===== src/shared/flash_cmd_pkg.sv =====
// constants shared by the flash instruction handler and its host controller
// assumes both ends run on one 20 MHz system clock
package flash_cmd_pkg;
  // instruction codes
  localparam logic [7:0] OP_WRITE_ENABLE = 8'h06;
  localparam logic [7:0] OP_READ_STATUS = 8'h05;
  localparam logic [7:0] OP_BLOCK_ERASE = 8'hD8;
  localparam logic [7:0] OP_CHIP_ERASE = 8'hC7;
  localparam logic [7:0] OP_POWER_DOWN = 8'hB9;
  localparam logic [7:0] OP_RELEASE_ID = 8'hAB;
  localparam logic [7:0] OP_MFR_DEVICE_ID = 8'h90;
  localparam logic [7:0] OP_IDENT = 8'h9F;
  // identity bytes, values arbitrary
  localparam logic [7:0] MANUFACTURER_ID = 8'h5A;
  localparam logic [7:0] DEVICE_ID = 8'h13;
  localparam logic [7:0] MEMORY_TYPE = 8'h30;
  localparam logic [7:0] CAPACITY = 8'h14;
  // status byte layout
  localparam int SR_BUSY = 0;
  localparam int SR_WEL = 1;
  localparam int SR_BP_LSB = 2;
  localparam int SR_TB = 5;
  // array geometry: 16 blocks of 64K bytes
  localparam int NUM_BLOCKS = 16;
  localparam int BLOCK_LSB = 16;
  // bit counts of instruction frames
  localparam logic [5:0] BITS_OPCODE = 6'h08;
  localparam logic [5:0] BITS_WITH_ADDR = 6'h20;
  // timing
  localparam int CLK_NS = 50;
  localparam int BLOCK_ERASE_US = 1000;
  localparam int CHIP_ERASE_US = 2000;
  localparam int PD_ENTRY_US = 3;
  localparam int WAKE_RELEASE_US = 3;
  localparam int WAKE_ID_US = 2;
  localparam int BLOCK_ERASE_CYCLES = BLOCK_ERASE_US * 1000 / CLK_NS;
  localparam int CHIP_ERASE_CYCLES = CHIP_ERASE_US * 1000 / CLK_NS;
  localparam int PD_ENTRY_CYCLES = PD_ENTRY_US * 1000 / CLK_NS;
  localparam int WAKE_RELEASE_CYCLES = (WAKE_RELEASE_US * 1000 + CLK_NS - 1) / CLK_NS;
  localparam int WAKE_ID_CYCLES = (WAKE_ID_US * 1000 + CLK_NS - 1) / CLK_NS;
  localparam logic [3:0] HOST_HALF_PERIOD = 4'h8;
  localparam logic [3:0] HOST_CS_GAP = 4'h8;
  // host register map
  localparam logic [7:0] REG_COMMAND = 8'h00;
  localparam logic [7:0] REG_ADDRESS = 8'h04;
  localparam logic [7:0] REG_STATE = 8'h08;
  localparam logic [7:0] REG_READ_DATA = 8'h0C;
  localparam int CMD_ADDR_BYTES_LSB = 8;
  localparam int CMD_READ_BYTES_LSB = 12;
  localparam logic [1:0] RESP_OKAY = 2'h0;
  localparam logic [1:0] RESP_SLVERR = 2'h2;
endpackage


===== src/shared/flash_link_if.sv =====
// serial link between host controller and flash instruction handler
// assumes the bench joins the two ends through one instance
`timescale 1ns/1ns
`default_nettype none
interface flash_link_if;
  logic chip_select_n;
  logic serial_clock;
  logic serial_data_io;
  logic serial_data_out;
  modport device (
    input chip_select_n,
    input serial_clock,
    input serial_data_io,
    output serial_data_out
  );
  modport host (
    output chip_select_n,
    output serial_clock,
    output serial_data_io,
    input serial_data_out
  );
endinterface
`default_nettype wire


===== src/flash_cmd_device.sv =====
// flash instruction handler: erase, power-down, release and id reads
// assumes the link pins come from another domain and are synchronised here
//
// Local design decisions: the AXI4-Lite slave port and the address map.
`timescale 1ns/1ns
`default_nettype none
module flash_cmd_device import flash_cmd_pkg::*; #(
  parameter int BLOCK_ERASE_LEN = BLOCK_ERASE_CYCLES,
  parameter int CHIP_ERASE_LEN = CHIP_ERASE_CYCLES
) (
  // clock and reset
  input wire logic clk,
  input wire logic sys_rst,
  // serial link
  flash_link_if.device link,
  // protection settings
  input wire logic top_bottom_protect_select,
  input wire logic block_protect_bit2,
  input wire logic block_protect_bit1,
  input wire logic block_protect_bit0,
  // state and erase orders
  output logic busy,
  output logic write_enable_latch,
  output logic powered_down,
  output logic erase_start,
  output logic erase_whole_chip,
  output logic [3:0] erase_block
);

  typedef enum logic [4:0] {
    op_none = 5'b00001,
    op_block = 5'b00010,
    op_chip = 5'b00100,
    op_sleep = 5'b01000,
    op_wake = 5'b10000
  } timed_op_type;

  function automatic logic [7:0] resp_byte(input logic [7:0] op, input logic [1:0] idx,
                                           input logic a0, input logic [7:0] status);
    logic [7:0] b;
    b = status;
    unique case (op)
      OP_IDENT: b = (idx == 2'h0) ? MANUFACTURER_ID : (idx == 2'h1) ? MEMORY_TYPE : CAPACITY;
      OP_RELEASE_ID: b = DEVICE_ID;
      OP_MFR_DEVICE_ID: b = (idx[0] ^ a0) ? DEVICE_ID : MANUFACTURER_ID;
      default: b = status;
    endcase
    return b;
  endfunction

  ////////////////////////////////////////////////////////////////////////
  // pin synchronisers and edges
  logic [1:0] cs_sync;
  logic [1:0] sck_sync;
  logic [1:0] si_sync;
  logic sck_prev;
  logic cs_prev;
  always_ff @(posedge clk) begin
    if (sys_rst) begin
      cs_sync <= 2'h3;
      sck_sync <= 2'h0;
      si_sync <= 2'h0;
      sck_prev <= 1'b0;
      cs_prev <= 1'b1;
    end else begin
      cs_sync <= {cs_sync[0], link.chip_select_n};
      sck_sync <= {sck_sync[0], link.serial_clock};
      si_sync <= {si_sync[0], link.serial_data_io};
      sck_prev <= sck_sync[1];
      cs_prev <= cs_sync[1];
    end
  end

  wire logic sck_rise = sck_sync[1] & ~sck_prev & ~cs_sync[1];
  wire logic sck_fall = ~sck_sync[1] & sck_prev & ~cs_sync[1];
  wire logic frame_end = cs_sync[1] & ~cs_prev;

  ////////////////////////////////////////////////////////////////////////
  // frame reception
  logic [5:0] bit_count;
  logic [31:0] rx;
  logic [7:0] opcode;
  logic addr_lsb;
  logic sending;
  logic [7:0] tx_shift;
  logic [1:0] out_idx;
  logic [2:0] out_bit;
  logic serial_out;
  timed_op_type timed_op;
  logic [23:0] timer;

  wire logic [31:0] next_rx = {rx[30:0], si_sync[1]};
  wire logic [7:0] status_byte = {2'h0, top_bottom_protect_select, block_protect_bit2,
                                  block_protect_bit1, block_protect_bit0,
                                  write_enable_latch, busy};
  wire logic [2:0] bp = {block_protect_bit2, block_protect_bit1, block_protect_bit0};
  wire logic asleep = powered_down;
  wire logic idle_op = (timed_op == op_none);
  wire logic [7:0] rx_op = (bit_count == 6'h07) ? next_rx[7:0] : opcode;
  wire logic resp_allowed = asleep ? (rx_op == OP_RELEASE_ID) :
                            busy ? (rx_op == OP_READ_STATUS) :
                            (rx_op != OP_RELEASE_ID) | idle_op;
  wire logic short_resp = (bit_count == 6'h07) &
                          (next_rx[7:0] == OP_READ_STATUS | next_rx[7:0] == OP_IDENT);
  wire logic long_resp = (bit_count == 6'h1F) &
                         (opcode == OP_RELEASE_ID | opcode == OP_MFR_DEVICE_ID);
  wire logic start_resp = sck_rise & ~sending & resp_allowed & (short_resp | long_resp);

  always_ff @(posedge clk) begin
    if (sys_rst | cs_sync[1]) begin
      bit_count <= 6'h00;
      rx <= 32'h0;
    end else if (sck_rise) begin
      rx <= next_rx;
      bit_count <= (bit_count == 6'h3F) ? bit_count : bit_count + 6'h01;
    end
  end

  always_ff @(posedge clk) begin
    if (sys_rst) begin
      opcode <= 8'h00;
      addr_lsb <= 1'b0;
    end else if (sck_rise & (bit_count == 6'h07)) begin
      opcode <= next_rx[7:0];
    end else if (sck_rise & (bit_count == 6'h1F)) begin
      addr_lsb <= next_rx[0];
    end
  end

  ////////////////////////////////////////////////////////////////////////
  // response shifting on falling edges
  // id bytes out msb first
  always_ff @(posedge clk) begin
    if (sys_rst | cs_sync[1]) begin
      sending <= 1'b0;
      tx_shift <= 8'h00;
      out_idx <= 2'h0;
      out_bit <= 3'h0;
      serial_out <= 1'b0;
    end else if (start_resp) begin
      sending <= 1'b1;
      tx_shift <= resp_byte(rx_op, 2'h0, next_rx[0], status_byte);
      out_idx <= 2'h1;
      out_bit <= 3'h0;
    end else if (sending & sck_fall) begin
      serial_out <= tx_shift[7];
      out_bit <= out_bit + 3'h1;
      if (out_bit == 3'h7) begin
        tx_shift <= resp_byte(opcode, out_idx, addr_lsb, status_byte);
        out_idx <= (opcode == OP_IDENT && out_idx == 2'h2) ? out_idx : out_idx + 2'h1;
      end else begin
        tx_shift <= {tx_shift[6:0], 1'b0};
      end
    end
  end

  assign link.serial_data_out = serial_out;

  ////////////////////////////////////////////////////////////////////////
  // end-of-frame decode
  wire logic [3:0] target_block = rx[BLOCK_LSB +: 4];
  wire logic [5:0] prot_count = (bp == 3'h0) ? 6'h00 : 6'(6'h01 << (bp - 3'h1));
  wire logic block_prot = top_bottom_protect_select ?
                          ({2'h0, target_block} < prot_count) :
                          ({2'h0, target_block} >= 6'(NUM_BLOCKS) - prot_count);
  wire logic awake_free = frame_end & ~asleep & idle_op;
  wire logic go_block = awake_free & (opcode == OP_BLOCK_ERASE) &
                        (bit_count == BITS_WITH_ADDR) & write_enable_latch & ~block_prot;
  wire logic go_chip = awake_free & (opcode == OP_CHIP_ERASE) & (bit_count == BITS_OPCODE) &
                       write_enable_latch & (bp == 3'h0);
  wire logic go_sleep = awake_free & (opcode == OP_POWER_DOWN) & (bit_count == BITS_OPCODE);
  wire logic go_wren = awake_free & (opcode == OP_WRITE_ENABLE) & (bit_count == BITS_OPCODE);
  wire logic wake_bare = frame_end & asleep & idle_op & (opcode == OP_RELEASE_ID) &
                         (bit_count == BITS_OPCODE);
  wire logic wake_id = frame_end & asleep & idle_op & (opcode == OP_RELEASE_ID) &
                       (bit_count >= BITS_WITH_ADDR);
  wire logic timer_done = ~idle_op & (timer == 24'h0);

  ////////////////////////////////////////////////////////////////////////
  // self-timed operations
  // timed erase holds busy
  always_ff @(posedge clk) begin
    if (sys_rst) begin
      timed_op <= op_none;
      timer <= 24'h0;
    end else if (go_block) begin
      timed_op <= op_block;
      timer <= 24'(BLOCK_ERASE_LEN - 1);
    end else if (go_chip) begin
      timed_op <= op_chip;
      timer <= 24'(CHIP_ERASE_LEN - 1);
    end else if (go_sleep) begin
      timed_op <= op_sleep;
      timer <= 24'(PD_ENTRY_CYCLES - 1);
    end else if (wake_bare | wake_id) begin
      timed_op <= op_wake;
      timer <= wake_id ? 24'(WAKE_ID_CYCLES - 1) : 24'(WAKE_RELEASE_CYCLES - 1);
    end else if (timer_done) begin
      timed_op <= op_none;
    end else if (~idle_op) begin
      timer <= timer - 24'h1;
    end
  end

  always_ff @(posedge clk) begin
    if (sys_rst) begin
      powered_down <= 1'b0;
    end else if (timer_done & (timed_op == op_sleep)) begin
      powered_down <= 1'b1;
    end else if (timer_done & (timed_op == op_wake)) begin
      powered_down <= 1'b0;
    end
  end

  always_ff @(posedge clk) begin
    if (sys_rst) begin
      busy <= 1'b0;
    end else begin
      busy <= go_block | go_chip | (busy & ~timer_done);
    end
  end

  always_ff @(posedge clk) begin
    if (sys_rst) begin
      write_enable_latch <= 1'b0;
    end else if (go_wren) begin
      write_enable_latch <= 1'b1;
    end else if (busy & timer_done) begin
      write_enable_latch <= 1'b0;
    end
  end

  always_ff @(posedge clk) begin
    if (sys_rst) begin
      erase_start <= 1'b0;
      erase_whole_chip <= 1'b0;
      erase_block <= 4'h0;
    end else begin
      erase_start <= go_block | go_chip;
      if (go_block | go_chip) begin
        erase_whole_chip <= go_chip;
        erase_block <= target_block;
      end
    end
  end

endmodule // flash_cmd_device
`default_nettype wire


===== src/flat_wrapper.sv =====
// flat-port wrapper written by rule: the top's interface ports become plain ports
module flash_cmd_device_flat import flash_cmd_pkg::*;
#(
  parameter int BLOCK_ERASE_LEN = BLOCK_ERASE_CYCLES,
  parameter int CHIP_ERASE_LEN = CHIP_ERASE_CYCLES
)
  (clk, sys_rst, top_bottom_protect_select, block_protect_bit2, block_protect_bit1, block_protect_bit0, busy, write_enable_latch, powered_down, erase_start, erase_whole_chip, erase_block, link_chip_select_n, link_serial_clock, link_serial_data_io, link_serial_data_out);
  flash_link_if link_i ();
  input wire logic clk;
  input wire logic sys_rst;
  input wire logic top_bottom_protect_select;
  input wire logic block_protect_bit2;
  input wire logic block_protect_bit1;
  input wire logic block_protect_bit0;
  output logic busy;
  output logic write_enable_latch;
  output logic powered_down;
  output logic erase_start;
  output logic erase_whole_chip;
  output logic [3:0] erase_block;
  input wire logic [$bits(link_i.chip_select_n)-1:0] link_chip_select_n;
  input wire logic [$bits(link_i.serial_clock)-1:0] link_serial_clock;
  input wire logic [$bits(link_i.serial_data_io)-1:0] link_serial_data_io;
  output wire logic [$bits(link_i.serial_data_out)-1:0] link_serial_data_out;
  assign link_i.chip_select_n = link_chip_select_n;
  assign link_i.serial_clock = link_serial_clock;
  assign link_i.serial_data_io = link_serial_data_io;
  assign link_serial_data_out = link_i.serial_data_out;
  flash_cmd_device #(.BLOCK_ERASE_LEN(BLOCK_ERASE_LEN), .CHIP_ERASE_LEN(CHIP_ERASE_LEN)) u_core (.clk(clk), .sys_rst(sys_rst), .link(link_i), .top_bottom_protect_select(top_bottom_protect_select), .block_protect_bit2(block_protect_bit2), .block_protect_bit1(block_protect_bit1), .block_protect_bit0(block_protect_bit0), .busy(busy), .write_enable_latch(write_enable_latch), .powered_down(powered_down), .erase_start(erase_start), .erase_whole_chip(erase_whole_chip), .erase_block(erase_block));
endmodule

===== config.mk =====
export PLATFORM = sky130hd
export DESIGN_NAME = flash_cmd_device_flat
export DESIGN_NICKNAME = d
export VERILOG_FILES = /design/src/shared/flash_cmd_pkg.sv /design/src/shared/flash_link_if.sv /design/src/flash_cmd_device.sv /design/src/flat_wrapper.sv
export SDC_FILE = /design/constraint.sdc
export NUM_CORES = 1
export LEC_CHECK = 0
export BUFFER_PORTS_ARGS = -buffer_cell sky130_fd_sc_hd__buf_2
export CORE_AREA = 2 2 100 150
export DETAILED_ROUTE_END_ITERATION = 12
export DIE_AREA = 0 0 102 152
export PLACE_DENSITY_LB_ADDON = 0.1
export RECOVER_POWER = 100
export SYNTH_ARGS = -nofsm -noshare
export SYNTH_HDL_FRONTEND = slang
export SYNTH_SLANG_ARGS = --single-unit

===== constraint.sdc =====
create_clock -name clk -period 3.8 [get_ports clk]
set_input_delay 1.14 -clock clk [delete_from_list [all_inputs] [get_ports clk]]
set_output_delay 1.14 -clock clk [all_outputs]
set_load 0.02 [all_outputs]

==> PnR_summary.wiki <==
{| class="wikitable"
! Metric !! Value
|-
| Final core utilization || 38.31%
|-
| Proportion of register bits with asynchronous set or reset after synthesis || 0%
|-
| WP data required || 4.02 ns
|-
| Number of sinks on the clock net || 96
|-
| Number of buffers inserted by port buffering || 18
|-
| End of the worst register-to-register path || u_core.tx_shift[5]
|-
| Postcts setup bufs || 0
|-
| Synthesized cell area || 4878 µm²
|-
| Violations in the final reports || max-capacitance violations, max-slew violations
|-
| Final routed wire length divided by cell count || 16.22 µm
|-
| Wire length the detailed router placed on met1 || 5.290 mm
|-
| Worst setup margin || 0.3001 ns
|-
| Switching share of power || 22.91%
|-
| Width of the chip || 102 µm
|-
| Number of global-route vias before repair || between 4000 and 5000
|-
| Routability congestion estimate from global placement || 0.8281
|-
| Psw || 458.9 µW
|-
| Worst Path Buf+Inv || 1
|-
| Number of hold violations in the final report || 0
|-
| Buffers from clock root to sink, at most || 2
|-
| Routed wl met2 || 6.974 mm
|-
| Worst vdd ir || ~0.28 mV
|-
| Cell Int Power || 1544 µW
|-
| Worst Path Arrival || 3.72 ns
|-
| CTS tree || done
|-
| Number of buffers inserted for hold repair after clock tree synthesis || 0
|-
| Starting density of the core || 34.06%
|-
| Synthesized area per cell || 8.411 µm²
|-
| Cell with the largest stage delay on the worst path || or3_1
|-
| Result of the run || finished, violations left
|-
| Final critical-path required period || 3.500 ns
|-
| Top post-synthesis cells by count || 96 x dfxtp_1, 73 x nand2_1, 61 x nor2_1
|-
| Post-Syn Instances || 580
|-
| Max Transition Viols Final || 40
|-
| Synth warnings || 0
|-
| Worst Hold Path EP || u_core.cs_sync[1]
|-
| Setup Total Neg Slack || 0 ns
|-
| Most used flip-flop cell after synthesis || dfxtp_1
|-
| Combinational share of power || around 3.5%
|-
| R2R Path Start || u_core.bit_count[0]
|-
| Part of the total power dissipated in sequential elements || 50.8%
|-
| Most used standard cell by instance count after synthesis || dfxtp_1
|-
| Unrepaired setup endpoints after global routing || false
|-
| R2R setup slack || 0.37 ns
|-
| Post-synthesis net count || approximately 610
|-
| Highest routed metal layer || met4
|-
| Maximum number of pins on one net before global-route repair || 40
|-
| Largest stage delay on the critical path || about 0.42 ns
|-
| Worst-margin pin slew || 1.889 ns
|-
| Clock root buffer master || clkbuf_16
|-
| Worst rel slew slack || -25.91%
|-
| Maximum clock rate || 0.2857 GHz
|-
| Min-delay src || u_core.cs_sync[0]
|-
| Critical setup path kind || primary input to register
|-
| Vias per Instance || 5.350
|-
| Final #Nets || ~630
|-
| Crit start category || primary input
|-
| Max cap viols || 1
|-
| First-pass detailed-route iteration total || 4
|-
| Initial antenna violation count || 0
|-
| TritonCTS buffer count || 9
|-
| Instance area after placement || 5238 µm²
|-
| Setup WS pre-CTS || 0.002231 ns
|-
| Largest area contributor in the netlist || dfxtp_1
|-
| Cells along the critical path || buf_2 -> or3_1 -> ha_1 -> xnor2_1 -> ha_1 -> a211oi_1 -> o21bai_1 -> a211o_1 -> a31oi_4 -> o21ai_0 -> a211oi_1
|-
| Share of the synthesized area in the top cell type || 39.39%
|-
| Detailed-placement wirelength estimate || slightly below 10 mm
|-
| Number of levels the H-tree was split into || 3
|-
| Worst Setup End Kind || register
|-
| Number of enable flip-flop cells after synthesis || 0
|-
| Growth of design area from synthesis to finish || 12.49%
|-
| Fraction of layout instances using a drive strength above 1 || 10.21%
|-
| Met3 wire len || 354 µm
|-
| Global-route total usage across every layer || between 10% and 20%
|-
| Sequential-to-total area share from yosys stat || between 30% and 40%
|-
| Global-route wire length before repair || 21.22 mm
|-
| Insertion delay of the later-clocked pin in the worst-skew pair || 0.35 ns
|-
| Total via count after detailed routing || 4296
|-
| # rows || 54
|-
| Die Outline Area || 15500 µm²
|-
| Part of the cycle the worst path needs || 92.10%
|-
| Worst-path clk slew || approximately 0.07 ns
|-
| Power density over the cells || about 360 nW/µm²
|-
| Filler cell count || 1543
|-
| Finish-stage setup viols || 0
|-
| Count of inserted antenna diode cells || 0
|-
| DRC marker count from the first detailed-route iteration || 104
|-
| Instance count along the most critical hold path || 1
|-
| Clock tree skew after final layout || roughly 0.0078 ns
|-
| Grt ovf || 0
|-
| Number of antenna-violating nets in the routed design || 0
|-
| Core box area || 14320 µm²
|-
| #FFs+latches synth || 96
|-
| CP delay by family, top || compound AO/OA/AOI/OAI gates
|-
| Drt total wl || 13.03 mm
|-
| Static Leak || 0.001852 µW
|-
| Yosys cell types || 62
|-
| CP max FO || 5
|-
| I/O Pins || 19
|-
| FF-to-FF path depth || 8
|-
| Class of the worst hold path || register to register
|-
| Remaining design rule violation count || 0
|-
| Area contributors post-synth || dfxtp_1 39%, a21oi_1 6.2%, nand2_1 5.6%, nor2_1 4.7%, ha_1 4.4%
|-
| Fraction of power consumed by the clock network || a little under half
|-
| Post-CTS resize count || 0
|-
| Post-route cell area || 5488 µm²
|-
| Overall die height || 152 µm
|}
-- worst max path at each step --
stage                        startpoint            endpoint  depth (start not counted)
floorplan            block_protect_bit1    u_core.timer[13]                         12
global placement     block_protect_bit0     u_core.timer[3]                         11
detailed placement   block_protect_bit0     u_core.timer[3]                         11
CTS                  block_protect_bit0     u_core.timer[3]                         11
global route        u_core.bit_count[0]  u_core.tx_shift[5]                          8
finish               block_protect_bit0     u_core.timer[3]                         11
-- flip-flops by register name, indices dropped and copies added (netlist names) --
| name | count |
|---|---|
| u_core.write_enable_latch | 1 |
| u_core.erase_whole_chip | 1 |
| u_core.si_sync | 2 |
| u_core.bit_count | 6 |
| u_core.busy | 1 |
| u_core.timer | 24 |
| u_core.opcode | 8 |
| u_core.timed_op | 5 |
| u_core.sending | 1 |
| u_core.powered_down | 1 |
| u_core.rx | 20 |
| u_core.out_bit | 3 |
| u_core.erase_block | 4 |
| u_core.sck_sync | 2 |
| u_core.addr_lsb | 1 |
| u_core.cs_prev | 1 |
| u_core.erase_start | 1 |
| u_core.link.serial_data_out | 1 |
| u_core.out_idx | 2 |
| u_core.cs_sync | 2 |
| u_core.sck_prev | 1 |
| u_core.tx_shift | 8 |
-- cell type report --
| cell class | instances | area [µm²] | share of cell area (%) |
|---|---|---|---|
| inverters | 17 | 63.81 | 1.163 |
| clock inverters | 7 | 71.32 | 1.300 |
| clock buffers | 9 | 225.2 | 4.104 |
| well taps | 196 | 245.2 | 4.469 |
| flip-flops and latches | 96 | 1922 | 35.02 |
| multi-input cells | 444 | 2775 | 50.57 |
| repair buffers | 34 | 185.2 | 3.374 |
-- through the flow --
step | total power (µW) | hold WS [ns] | cells
detailed placement | 1112 | 0.4039 | 787
CTS | 2036 | 0.4302 | 803
floorplan | 1083 | 0.3895 | 580
global route | 2077 | 0.4598 | 803
finish | 2003 | 0.4249 | 803
global placement | 1111 | 0.3961 | 787
-- routing by layer --
metal	up-vias	global-route usage, %
li1	2133	-
met1	2085	19.30
met2	59	32.21
met3	19	2.990
met4	0	6.540
met5	-	0
-- cells in the final DEF, fill, tap and decap left out, types with 8 or more instances in the layout --
master,count
inv_1,17
a21oi_1,60
nor2_1,61
dfxtp_1,96
nor2b_1,8
xnor2_1,11
nand2_1,73
o21ai_0,18
o221a_2,9
nand3_1,19
buf_4,13
xor2_1,14
ha_1,17
nand2b_1,8
clkbuf_16,9
nor3_1,14
nor4_1,12
clkbuf_1,14
a211oi_1,16
nand3b_1,9
-- cell families after synthesis --
logic type      Yosys count  share of synthesized area, %
buf+inv                  40                         3.283
compound gates          129                         17.65
mux                       7                         1.488
xor+xnor                 25                         4.488
fa+ha+maj                17                         4.360
simple gates            266                         29.34
flops                    96                         39.39
-- power by group through the flow --
stage / clock, µW / combinational (µW) / sequential (µW)
detailed placement: 0 / 71.0 / 1040
CTS: 947 / 71.1 / 1020
global placement: 0 / 70.0 / 1040
finish: 916 / 69.5 / 1020
global route: 982 / 76.6 / 1020
floorplan: 0 / 45.8 / 1040
Note: power is estimated with default switching activity, not from simulation.
